==> config.mk <==
export PLATFORM = sky130hd
export DESIGN_NAME = supply_undervoltage_supervisor
export DESIGN_NICKNAME = d
export VERILOG_FILES = /design/src/rtl/supervisor_pkg.sv /design/src/rtl/otp_fuse_array.sv /design/src/rtl/supply_undervoltage_supervisor.sv
export SDC_FILE = /design/constraint.sdc
export NUM_CORES = 1
export LEC_CHECK = 0
export ABC_AREA = 0
export BUFFER_PORTS_ARGS = -buffer_cell sky130_fd_sc_hd__buf_2
export CORE_ASPECT_RATIO = 0.6
export CORE_MARGIN = 3
export CORE_UTILIZATION = 40
export CTS_CLUSTER_DIAMETER = 120
export CTS_CLUSTER_SIZE = 16
export DETAILED_ROUTE_END_ITERATION = 16
export SLEW_MARGIN = 20
export SYNTH_ARGS = -nofsm -noshare
export SYNTH_HDL_FRONTEND = slang
export SYNTH_HIERARCHICAL = 1
export SYNTH_SLANG_ARGS = --single-unit
==> constraint.sdc <==
create_clock -name I_CLK -period 4.3 [get_ports I_CLK]
set_input_delay 1.29 -clock I_CLK [delete_from_list [all_inputs] [get_ports I_CLK]]
set_output_delay 1.29 -clock I_CLK [all_outputs]
set_load 0.02 [all_outputs]
==> src/rtl/supervisor_pkg.sv <==
package supervisor_pkg;

    // timing, printed figures first, cycle counts derived from the clock period
    localparam int CLK_PERIOD_NS = 25;
    localparam int NS_PER_MS = 1000000;
    localparam int DEB_FALL_NS = 32000;
    localparam int DEB_RISE_NS = 96000;
    localparam int DEB_RISE_LONG_NS = 256000;
    localparam int AUTO_WAIT_MS = 15000;
    // least times round up to whole cycles
    localparam int DEB_FALL_CYC = (DEB_FALL_NS + CLK_PERIOD_NS - 1) / CLK_PERIOD_NS;
    localparam int DEB_RISE_CYC = (DEB_RISE_NS + CLK_PERIOD_NS - 1) / CLK_PERIOD_NS;
    localparam int DEB_RISE_LONG_CYC = (DEB_RISE_LONG_NS + CLK_PERIOD_NS - 1) / CLK_PERIOD_NS;
    localparam int AUTO_WAIT_CYC = AUTO_WAIT_MS * (NS_PER_MS / CLK_PERIOD_NS);
    localparam int DEB_CNT_W = 14;
    localparam int WAIT_CNT_W = 30;

    // otp byte offsets
    localparam int OTP_BYTES = 10;
    localparam logic [3:0] OTP_CALIB_TEMP_IREF = 4'h0;
    localparam logic [3:0] OTP_CALIB_BUS_BANDGAP = 4'h1;
    localparam logic [3:0] OTP_THRESHOLD_NODE_ADDRESS = 4'h2;
    localparam logic [3:0] OTP_RUN_HOLD_CURRENT = 4'h3;
    localparam logic [3:0] OTP_SPEED_LIMITS = 4'h4;
    localparam logic [3:0] OTP_SAFE_POS_HIGH_DIRECTION_ACCEL = 4'h5;
    localparam logic [3:0] OTP_SAFE_POS_LOW_FAILSAFE_SLEEP = 4'h6;
    localparam logic [3:0] OTP_SUPPLY_STEP_LOCK = 4'h7;
    localparam logic [3:0] OTP_ALT_SAFE_POS_HIGH_OSC_TRIM = 4'h8;
    localparam logic [3:0] OTP_ALT_SAFE_POS_LOW_FAILSAFE_SLEEP = 4'h9;

    // otp field positions
    localparam int GLOBAL_LOCK_BIT = 0;
    localparam int FACTORY_LOCK_BIT = 1;
    localparam int LEVEL_SEL_LSB = 4;
    localparam int LONG_RISE_DEB_BIT = 7;
    localparam int ALT_BANK_BIT = 7;
    localparam int SAFE_HI_LSB = 5;
    localparam int SAFE_LO_LSB = 2;
    localparam int FAILSAFE_BIT = 1;
    localparam int SLEEP_EN_BIT = 0;

    // bits covered by the factory lock
    localparam logic [7:0] FACTORY_MASK_CALIB0 = 8'h7f;
    localparam logic [7:0] FACTORY_MASK_CALIB1 = 8'h3f;
    localparam logic [7:0] FACTORY_MASK_ALT_HI = 8'h1f;

    // delivered calibration contents, values arbitrary
    localparam logic [7:0] FACTORY_CALIB0 = 8'h35;
    localparam logic [7:0] FACTORY_CALIB1 = 8'h1a;

    typedef logic [OTP_BYTES-1:0][7:0] otp_image_type;

    typedef enum logic [3:0] {
        CMD_NONE,
        CMD_STATUS_QUERY,
        CMD_FULL_STATUS_QUERY,
        CMD_SET_TARGET,
        CMD_SET_TARGET_SHORT,
        CMD_MOTION_PARAM_TARGET,
        CMD_GO_SAFE_POSITION,
        CMD_DUAL_TARGET,
        CMD_OTP_PROGRAM,
        CMD_OTP_READBACK,
        CMD_RAM_PARAM_WRITE
    } cmd_code_type;

    typedef struct packed {
        logic valid;
        cmd_code_type code;
        logic [3:0] addr;
        logic [15:0] data;
    } cmd_req_type;

    typedef struct packed {
        logic below_low_warning;
        logic above_restore;
        logic below_cutoff;
    } supply_in_type;

    typedef struct packed {
        logic busy;
        logic stab_phase;
        logic [15:0] act_pos;
    } motion_in_type;

    typedef struct packed {
        logic start;
        logic soft_stop;
        logic hard_stop;
        logic bridge_hiz;
        logic hold_current;
        logic [15:0] target;
    } motion_out_type;

    typedef struct packed {
        logic cutoff;
        logic low_warning;
        logic step_loss;
    } flags_type;

    typedef struct packed {
        logic [2:0] level_sel;
        logic long_rise;
        logic alt_bank;
        logic [10:0] safe_pos;
        logic failsafe;
        logic sleep_en;
    } work_cfg_type;

endpackage

==> src/rtl/otp_fuse_array.sv <==
module otp_fuse_array (
    input wire logic i_clk,
    input wire logic i_factory_init,
    input wire logic i_zap,
    input wire logic [3:0] i_addr,
    input wire logic [7:0] i_data,
    output supervisor_pkg::otp_image_type o_fuse,
    output logic o_locked
);

    typedef struct packed {
        supervisor_pkg::otp_image_type fuse;
    } fuse_state_type;

    fuse_state_type s_q;
    fuse_state_type s_d;
    logic [7:0] prot;

    // bits the factory lock shields for a given byte
    function automatic logic [7:0] factory_mask(input logic [3:0] addr);
        logic [7:0] m;
        m = 8'h00;
        if (addr == supervisor_pkg::OTP_CALIB_TEMP_IREF) begin
            m = supervisor_pkg::FACTORY_MASK_CALIB0;
        end else if (addr == supervisor_pkg::OTP_CALIB_BUS_BANDGAP) begin
            m = supervisor_pkg::FACTORY_MASK_CALIB1;
        end else if (addr == supervisor_pkg::OTP_ALT_SAFE_POS_HIGH_OSC_TRIM) begin
            m = supervisor_pkg::FACTORY_MASK_ALT_HI;
        end
        return m;
    endfunction

    assign o_fuse = s_q.fuse;
    // global lock covers every byte of the array
    assign o_locked = s_q.fuse[supervisor_pkg::OTP_SUPPLY_STEP_LOCK][supervisor_pkg::GLOBAL_LOCK_BIT];

    // zap only adds ones; a bit already at one stays as is
    always_comb begin
        s_d = s_q;
        prot = 8'h00;
        if (s_q.fuse[supervisor_pkg::OTP_SUPPLY_STEP_LOCK][supervisor_pkg::FACTORY_LOCK_BIT]) begin
            prot = factory_mask(i_addr);
        end
        if (i_zap && !o_locked && (i_addr < 4'(supervisor_pkg::OTP_BYTES))) begin
            s_d.fuse[i_addr] = s_q.fuse[i_addr] | (i_data & ~prot);
        end
    end

    // non-volatile: only the factory init clears it, never the core reset
    always_ff @(posedge i_clk or posedge i_factory_init) begin
        if (i_factory_init) begin
            s_q <= '0;
            s_q.fuse[supervisor_pkg::OTP_CALIB_TEMP_IREF] <= supervisor_pkg::FACTORY_CALIB0;
            s_q.fuse[supervisor_pkg::OTP_CALIB_BUS_BANDGAP] <= supervisor_pkg::FACTORY_CALIB1;
            s_q.fuse[supervisor_pkg::OTP_SUPPLY_STEP_LOCK][supervisor_pkg::FACTORY_LOCK_BIT] <= 1'b1;
        end else begin
            s_q <= s_d;
        end
    end

endmodule

==> src/rtl/supply_undervoltage_supervisor.sv <==
// Behaviour
// - cutoff and low-warning flags clear on status query while supply above restore.
// - low-warning level picks one of 8; restore follows it; cutoff fixed.
// - debounced fall below low-warning sets flag and starts decelerating stop.
// - stop finished above cutoff: hold current, keep target, no step-loss.
// - held state resumes to saved target once above restore, then stops.
// - cutoff during motion: hard stop, bridges off, cutoff and step-loss flags.
// - cutoff in stabilization phase sets cutoff flag only.
// - cutoff while stopped or held goes straight to wait, no step-loss.
// - fall below low-warning acted on after 32 us.
// - rise above restore acted on after 96 us, or 256 us when long.
// - wait state resumes to saved target if restored within 15 s.
// - wait state takes new targets from the four positioning commands.
// - after 15 s waiting lock out, target takes actual; exit by query.
// - dual-target refused until cutoff and step-loss flags are clear.
// - core reset clears working registers; wait logic runs while core powered.
// - otp bits read 0 until zapped; zapping a one is ignored.
// - one byte per program command; global lock refuses all zapping.
// - factory lock shields calibration bits; global lock shields bytes 0 to 9.
// - calibration bytes and factory lock hold contents at delivery.
// - zapped bits act only after power cycle; master re-addresses after it; the lock bits and the readback bank swap act at once.
// - alternate bank bit picks safe position, failsafe, sleep bytes.
// - safe position loads with two low bits zero.
// - after power-up registers reset and working copy loads from otp.
module supply_undervoltage_supervisor #(
    parameter int unsigned DEB_RISE_LONG_CYC = supervisor_pkg::DEB_RISE_LONG_CYC,
    parameter int unsigned AUTO_WAIT_CYC = supervisor_pkg::AUTO_WAIT_CYC
) (
    input wire logic I_CLK,
    input wire logic I_SYS_RST,
    input wire logic I_FACTORY_INIT,
    input wire supervisor_pkg::supply_in_type I_SUPPLY,
    input wire supervisor_pkg::motion_in_type I_MOTION,
    input wire supervisor_pkg::cmd_req_type I_CMD,
    input wire logic I_STEP_LOSS_CLR,
    output logic O_CMD_ACCEPT,
    output logic O_CMD_REFUSE,
    output supervisor_pkg::motion_out_type O_MOTION,
    output supervisor_pkg::flags_type O_FLAGS,
    output supervisor_pkg::work_cfg_type O_CFG,
    output logic [7:0] O_OTP_RDATA,
    output logic O_OTP_RVALID
);

    typedef enum logic [2:0] {
        ST_STOPPED,
        ST_STARTING,
        ST_MOVING,
        ST_SOFT_STOPPING,
        ST_HELD_LOW,
        ST_HARD_STOP_LOW,
        ST_AUTO_WAIT,
        ST_LOCKOUT
    } sup_state_type;

    typedef struct packed {
        sup_state_type st;
        logic loaded;
        logic low;
        logic [supervisor_pkg::DEB_CNT_W-1:0] deb_cnt;
        logic [supervisor_pkg::WAIT_CNT_W-1:0] wait_cnt;
        supervisor_pkg::flags_type flags;
        supervisor_pkg::work_cfg_type cfg;
        supervisor_pkg::motion_out_type mo;
        logic [7:0] rdata;
        logic rvalid;
    } sup_reg_type;

    sup_reg_type r_q;
    sup_reg_type r_d;
    supervisor_pkg::otp_image_type fuse;
    logic otp_locked;
    logic zap;
    logic fall_ev;
    logic restore_ok;
    logic query;
    logic tgt_ok;
    logic set_sl;
    logic [15:0] new_tgt;
    logic [supervisor_pkg::DEB_CNT_W-1:0] rise_last;

    // the four commands that carry a new target
    function automatic logic is_target_cmd(input supervisor_pkg::cmd_code_type c);
        return (c == supervisor_pkg::CMD_SET_TARGET) ||
               (c == supervisor_pkg::CMD_SET_TARGET_SHORT) ||
               (c == supervisor_pkg::CMD_MOTION_PARAM_TARGET) ||
               (c == supervisor_pkg::CMD_GO_SAFE_POSITION);
    endfunction

    // working copy of the otp image, alternate bank chosen by its own bit
    function automatic supervisor_pkg::work_cfg_type cfg_from(
        input supervisor_pkg::otp_image_type img
    );
        supervisor_pkg::work_cfg_type c;
        logic [7:0] hi;
        logic [7:0] lo;
        c.level_sel = img[supervisor_pkg::OTP_SUPPLY_STEP_LOCK][supervisor_pkg::LEVEL_SEL_LSB +: 3];
        c.long_rise = img[supervisor_pkg::OTP_SUPPLY_STEP_LOCK][supervisor_pkg::LONG_RISE_DEB_BIT];
        c.alt_bank = img[supervisor_pkg::OTP_CALIB_TEMP_IREF][supervisor_pkg::ALT_BANK_BIT];
        hi = img[supervisor_pkg::OTP_SAFE_POS_HIGH_DIRECTION_ACCEL];
        lo = img[supervisor_pkg::OTP_SAFE_POS_LOW_FAILSAFE_SLEEP];
        if (c.alt_bank) begin
            hi = img[supervisor_pkg::OTP_ALT_SAFE_POS_HIGH_OSC_TRIM];
            lo = img[supervisor_pkg::OTP_ALT_SAFE_POS_LOW_FAILSAFE_SLEEP];
        end
        // stored position lacks the two lsbs, they load as zero
        c.safe_pos = {hi[supervisor_pkg::SAFE_HI_LSB +: 3], lo[supervisor_pkg::SAFE_LO_LSB +: 6],
                      2'h0};
        c.failsafe = lo[supervisor_pkg::FAILSAFE_BIT];
        c.sleep_en = lo[supervisor_pkg::SLEEP_EN_BIT];
        return c;
    endfunction

    otp_fuse_array u_fuse (
        .i_clk(I_CLK),
        .i_factory_init(I_FACTORY_INIT),
        .i_zap(zap),
        .i_addr(I_CMD.addr),
        .i_data(I_CMD.data[7:0]),
        .o_fuse(fuse),
        .o_locked(otp_locked)
    );

    // outputs straight from the state register
    assign O_MOTION = r_q.mo;
    assign O_FLAGS = r_q.flags;
    assign O_CFG = r_q.cfg;
    assign O_OTP_RDATA = r_q.rdata;
    assign O_OTP_RVALID = r_q.rvalid;
    assign restore_ok = !r_q.low;

    // command acceptance; answers in the cycle the command is presented
    always_comb begin
        query = I_CMD.valid && ((I_CMD.code == supervisor_pkg::CMD_STATUS_QUERY) ||
                                (I_CMD.code == supervisor_pkg::CMD_FULL_STATUS_QUERY));
        tgt_ok = 1'b0;
        zap = 1'b0;
        O_CMD_ACCEPT = 1'b0;
        if (I_CMD.valid) begin
            if (is_target_cmd(I_CMD.code)) begin
                tgt_ok = r_q.loaded && (r_q.st != ST_LOCKOUT);
            end else if (I_CMD.code == supervisor_pkg::CMD_DUAL_TARGET) begin
                // dual target waits for the cutoff and step-loss flags to be cleared
                tgt_ok = r_q.loaded && (r_q.st != ST_LOCKOUT) &&
                         !r_q.flags.cutoff && !r_q.flags.step_loss;
            end else if (I_CMD.code == supervisor_pkg::CMD_OTP_PROGRAM) begin
                zap = !otp_locked && (I_CMD.addr < 4'(supervisor_pkg::OTP_BYTES));
                O_CMD_ACCEPT = zap;
            end else if (I_CMD.code == supervisor_pkg::CMD_OTP_READBACK) begin
                O_CMD_ACCEPT = I_CMD.addr < 4'(supervisor_pkg::OTP_BYTES);
            end else if (I_CMD.code != supervisor_pkg::CMD_NONE) begin
                O_CMD_ACCEPT = 1'b1;
            end
        end
        if (tgt_ok) begin
            O_CMD_ACCEPT = 1'b1;
        end
        O_CMD_REFUSE = I_CMD.valid && !O_CMD_ACCEPT;
    end

    // next state
    always_comb begin
        r_d = r_q;
        fall_ev = 1'b0;
        set_sl = 1'b0;
        new_tgt = I_CMD.data;
        r_d.mo.start = 1'b0;
        r_d.mo.soft_stop = 1'b0;
        r_d.mo.hard_stop = 1'b0;
        r_d.rvalid = 1'b0;
        rise_last = supervisor_pkg::DEB_CNT_W'(supervisor_pkg::DEB_RISE_CYC - 1);
        if (r_q.cfg.long_rise) begin
            rise_last = supervisor_pkg::DEB_CNT_W'(DEB_RISE_LONG_CYC - 1);
        end

        // working copy taken once per core power-up, so later zaps wait
        if (!r_q.loaded) begin
            r_d.cfg = cfg_from(fuse);
            r_d.loaded = 1'b1;
            r_d.mo.bridge_hiz = 1'b0;
        end

        // run-time overwrite of the supply settings in the working copy
        if (I_CMD.valid && (I_CMD.code == supervisor_pkg::CMD_RAM_PARAM_WRITE)) begin
            r_d.cfg.level_sel = I_CMD.data[supervisor_pkg::LEVEL_SEL_LSB +: 3];
            r_d.cfg.long_rise = I_CMD.data[supervisor_pkg::LONG_RISE_DEB_BIT];
        end

        // readback swaps in the alternate bank when it is selected
        if (I_CMD.valid && O_CMD_ACCEPT && (I_CMD.code == supervisor_pkg::CMD_OTP_READBACK)) begin
            r_d.rvalid = 1'b1;
            r_d.rdata = fuse[I_CMD.addr];
            if (fuse[supervisor_pkg::OTP_CALIB_TEMP_IREF][supervisor_pkg::ALT_BANK_BIT]) begin
                if (I_CMD.addr == supervisor_pkg::OTP_SAFE_POS_HIGH_DIRECTION_ACCEL) begin
                    r_d.rdata = fuse[supervisor_pkg::OTP_ALT_SAFE_POS_HIGH_OSC_TRIM];
                end else if (I_CMD.addr == supervisor_pkg::OTP_SAFE_POS_LOW_FAILSAFE_SLEEP) begin
                    r_d.rdata = fuse[supervisor_pkg::OTP_ALT_SAFE_POS_LOW_FAILSAFE_SLEEP];
                end
            end
        end

        // unsymmetrical debounce: short on the way down, long on the way up
        if (!r_q.low) begin
            if (I_SUPPLY.below_low_warning) begin
                if (r_q.deb_cnt == supervisor_pkg::DEB_CNT_W'(supervisor_pkg::DEB_FALL_CYC - 1)) begin
                    r_d.low = 1'b1;
                    r_d.deb_cnt = '0;
                    fall_ev = 1'b1;
                end else begin
                    r_d.deb_cnt = r_q.deb_cnt + 1'b1;
                end
            end else begin
                r_d.deb_cnt = '0;
            end
        end else begin
            if (I_SUPPLY.above_restore) begin
                if (r_q.deb_cnt == rise_last) begin
                    r_d.low = 1'b0;
                    r_d.deb_cnt = '0;
                end else begin
                    r_d.deb_cnt = r_q.deb_cnt + 1'b1;
                end
            end else begin
                r_d.deb_cnt = '0;
            end
        end
        // cutoff implies low; force it so a fast cutoff cannot look restored
        if (I_SUPPLY.below_cutoff) begin
            fall_ev = !r_q.low;
            r_d.low = 1'b1;
            r_d.deb_cnt = '0;
        end

        // accepted targets are stored in any state that allows them
        if (I_CMD.code == supervisor_pkg::CMD_GO_SAFE_POSITION) begin
            new_tgt = {{5{r_q.cfg.safe_pos[10]}}, r_q.cfg.safe_pos};
        end
        if (tgt_ok) begin
            r_d.mo.target = new_tgt;
        end

        case (r_q.st)
            ST_STOPPED: begin
                if (I_SUPPLY.below_cutoff) begin
                    r_d.st = ST_AUTO_WAIT;
                    r_d.wait_cnt = '0;
                    r_d.mo.bridge_hiz = 1'b1;
                end else if (tgt_ok) begin
                    r_d.mo.start = 1'b1;
                    r_d.st = ST_STARTING;
                end
            end
            ST_STARTING, ST_MOVING, ST_SOFT_STOPPING: begin
                if (I_SUPPLY.below_cutoff) begin
                    r_d.mo.hard_stop = 1'b1;
                    r_d.mo.bridge_hiz = 1'b1;
                    r_d.st = ST_HARD_STOP_LOW;
                    set_sl = !I_MOTION.stab_phase;
                end else if (r_q.st == ST_SOFT_STOPPING) begin
                    // stop finished above cutoff: keep target, hold position
                    if (!I_MOTION.busy) begin
                        r_d.st = ST_HELD_LOW;
                        r_d.mo.hold_current = 1'b1;
                    end
                end else if (fall_ev) begin
                    r_d.mo.soft_stop = 1'b1;
                    r_d.st = ST_SOFT_STOPPING;
                end else if (I_MOTION.busy) begin
                    r_d.st = ST_MOVING;
                end else if (r_q.st == ST_MOVING) begin
                    r_d.st = ST_STOPPED;
                end
            end
            ST_HELD_LOW: begin
                if (I_SUPPLY.below_cutoff) begin
                    r_d.mo.hold_current = 1'b0;
                    r_d.mo.bridge_hiz = 1'b1;
                    r_d.st = ST_AUTO_WAIT;
                    r_d.wait_cnt = '0;
                end else if (restore_ok) begin
                    r_d.mo.hold_current = 1'b0;
                    r_d.mo.start = 1'b1;
                    r_d.st = ST_STARTING;
                end
            end
            ST_HARD_STOP_LOW: begin
                r_d.st = ST_AUTO_WAIT;
                r_d.wait_cnt = '0;
            end
            ST_AUTO_WAIT: begin
                // resume wins over timeout when both fall on the same cycle
                if (restore_ok) begin
                    r_d.mo.bridge_hiz = 1'b0;
                    r_d.mo.start = 1'b1;
                    r_d.st = ST_STARTING;
                end else if (r_q.wait_cnt ==
                             supervisor_pkg::WAIT_CNT_W'(AUTO_WAIT_CYC - 1)) begin
                    r_d.st = ST_LOCKOUT;
                    r_d.mo.target = I_MOTION.act_pos;
                end else begin
                    r_d.wait_cnt = r_q.wait_cnt + 1'b1;
                end
            end
            ST_LOCKOUT: begin
                // bridges stay off until software acknowledges a good supply
                if (restore_ok && query) begin
                    r_d.mo.bridge_hiz = 1'b0;
                    r_d.st = ST_STOPPED;
                end
            end
            default: begin
                r_d.st = ST_STOPPED;
            end
        endcase

        // sticky flags: a set in the clear cycle wins
        r_d.flags.cutoff = I_SUPPLY.below_cutoff ||
                           (r_q.flags.cutoff && !(query && restore_ok));
        r_d.flags.low_warning = fall_ev ||
                                (r_q.flags.low_warning && !(query && restore_ok));
        r_d.flags.step_loss = set_sl || (r_q.flags.step_loss && !I_STEP_LOSS_CLR);
    end

    // core power-on reset clears every working register except bridge_hiz, which it sets
    always_ff @(posedge I_CLK or posedge I_SYS_RST) begin
        if (I_SYS_RST) begin
            r_q <= '0;
            r_q.st <= ST_STOPPED;
            r_q.mo.bridge_hiz <= 1'b1;
        end else begin
            r_q <= r_d;
        end
    end

endmodule

==> metrics.csv <==
metric,value,unit
synthesized netlist cell count,1075,
worst relative slew slack,0.354,
Multi-input gate area,4980,sq um
MaxCap Viol Count,0,
Root Driver,clkbuf_16,
DR WL/cell,19.6,um
clock share of power,0.356,
sw power,1.47,mW
# nets final,1167,
static leakage,4.97,nW
setup TNS,0,ns
port buffer count,100,
Least-Margin Pin Slew,0.969,ns
Die Wd,212,um
Initial Util,0.414,
routed wire length,28.4,mm
synthesis-stage register bit count,178,
fin crit period,3.98,ns
Core Region,24600,sq um
pin count of the biggest net entering global routing,50,
Max Fclk,251,MHz
final max-slew violation count,0,
largest area contributor in the netlist,dfrtp_1,
Post-synth EDFFs,0,
Yosys cell types,77,
clock buffer depth,2,
filler instances,2345,
RSZ-0062 raised after global routing,false,
CTS-repair resized insts,0,
# diodes,0,
layout cell share with drive strength beyond 1,0.211,
period utilisation layout,0.925,
H-tree Lvls,4,
syn avg cell area,9.49,sq um
VDD IR max,0.218,mV
routed via count,8332,
Die Y,130,um
Die Footprint,27500,sq um
total CTS buffers,17,
CTS tree,done,
register area share after synthesis,0.438,
Post-synth top cells,"dfrtp_1, nor2_1, nand2_1",
"top cells by area, synth","dfrtp_1, mux2i_1, nor2_1",
register area,4470,sq um
clock sink total,178,
dominant synthesized flop cell,dfrtp_1,
DRT antenna net count,0,
Net Sw Frac,0.318,
number of hold buffers added after CTS,0,
CP Class,input pin to primary output,
Pre-Repair DR Iteration Count,5,
Via density,5.75,
number of global-route vias before repair,7578,
area added between synthesis and finish,11.2,%
Routability Congestion,0.894,
Synth Cell Area,10200,sq um
GRT Residual Overflow,0,
final setup fails,0,
Logic pwr share,0.208,
crit path max fanout,7,
P per Cell Area,407,nW/um^2
starting DRC count in detailed routing,954,
post-DP HPWL,20.5,mm
final-report hold violation count,0,
first-pass GRT wire length,44.5,mm
post-placement cell count,1418,
Worst-path clk slew,0.07,ns
gr usage total,0.210,
warnings from Yosys,6,
status,finished clean,
asr flop ratio synth,1.00,
# Post-CTS Setup Buffers,0,
Top-Level Pins,103,
DRC,0,
initial antenna violation count,0,
clk_skew,0.00714,ns
startpoint types,input pin,
fin cells,1450,
CP required,3.01,ns
CP Capture Type,primary output,
sequential power share,0.436,
std cell rows,44,
arrival time worst endpoint,2.69,ns
Hold/Removal Path Class,flip-flop to flip-flop,
share of the synthesized area in the top cell type,0.415,
total power,4.62,mW
most numerous cell in the Yosys netlist,dfrtp_1,
Clock Latency Late Sink,0.44,ns
Power Internal,3.15,mW
power groups by stage:
stage | clock [mW] | sequential, mW | combinational (mW)
3_5_place_dp | 0 | 2.04 | 0.956
3_3_place_gp | 0 | 2.04 | 0.949
5_1_grt | 1.75 | 2.04 | 1.07
6_report | 1.65 | 2.01 | 0.960
2_1_floorplan | 0 | 1.94 | 0.862
4_1_cts | 1.67 | 2.01 | 0.960
state kept, by name (all words and copies together) (netlist names):
| signal | flops |
|---|---|
| O_MOTION | 21 |
| O_OTP_RDATA | 8 |
| O_CFG | 16 |
| u_fuse/o_fuse | 80 |
| O_FLAGS | 3 |
| O_OTP_RVALID | 1 |
| r_q | 49 |
final cells by class:
cell class                 count  area share
multi-input combinational    761       0.439
sequential                   178       0.394
timing repair buffer         138      0.0706
clock buffer                  23      0.0430
tap                          322      0.0355
clock inverter                 9      0.0114
inverter                      19     0.00662
through the flow:
step / hold slack, ns / setup slack (ns) / cell area (sq um) / utilization
finish: 0.491 / 0.324 / 11300 / 0.461
global route: 0.523 / 0.260 / 11300 / 0.461
CTS: 0.490 / 0.334 / 11300 / 0.461
detailed placement: 0.481 / 0.346 / 10700 / 0.436
global placement: 0.479 / 0.339 / 10700 / 0.436
floorplan: 0.440 / 0.122 / 10200 / -
final timing paths:
path	start	slack, ns	endpoint	cells after the start
min in group asynchronous	I_FACTORY_INIT	0.85	u_fuse/o_fuse[36]$_DFFE_PP0P_	2
worst max-delay path	I_CMD[23]	0.32	O_CMD_REFUSE	7
worst min register to register	r_q[81]$_DFF_PP0_	0.49	r_q[81]$_DFF_PP0_	1
max in group asynchronous	I_SYS_RST	2.65	O_MOTION[15]$_DFF_PP0_	3
worst max register to register	r_q[99]$_DFFE_PP0P_	1.31	r_q[70]$_DFFE_PP0P_	6
worst min-delay path	r_q[81]$_DFF_PP0_	0.49	r_q[81]$_DFF_PP0_	1
metal layers:
| metal | vias up | share of wire | global-route usage |
|---|---|---|---|
| met4 | 0 | 0.014 | 0.0602 |
| met5 | - | 0 | 0 |
| met3 | 23 | 0.091 | 0.0541 |
| li1 | 3896 | - | - |
| met2 | 328 | 0.39 | 0.270 |
| met1 | 4085 | 0.50 | 0.340 |
cell families (layout without fill, tap and decap cells):
group / Yosys count / in the layout / synth area share
AOI/OAI and AO/OA: 251 / 251 / 0.147
xor gates and xnor gates: 25 / 25 / 0.0215
adders and majority gates: 2 / 2 / 0.00245
buffers and inverters: 137 / 189 / 0.0752
DFF: 178 / 178 / 0.438
muxes: 111 / 111 / 0.137
other: 2 / 3 / 0.000736
and+or+nand+nor: 369 / 369 / 0.178
worst max-delay path: stages:
cell and delay, ns:
buf_2 0.19, o211ai_1 0.20, a211oi_1 0.32, nor2_1 0.07, or3_1 0.36, nor2_1 0.09
buf_2 0.17
cells in the final DEF (no fill, tap or decap), types with 9 or more instances in the layout:
master,count
dfrtp_1,169
nor2_1,136
buf_2,99
nand2_1,85
a21oi_1,80
o21ai_0,66
mux2i_1,66
a31oi_1,42
buf_4,38
nand3_1,33
xnor2_1,18
mux4_2,18
mux2_2,17
clkbuf_16,17
inv_1,16
nor3_1,16
nor2b_1,12
or3_1,10
dfstp_2,9
(Power assumes the default switching activity.)
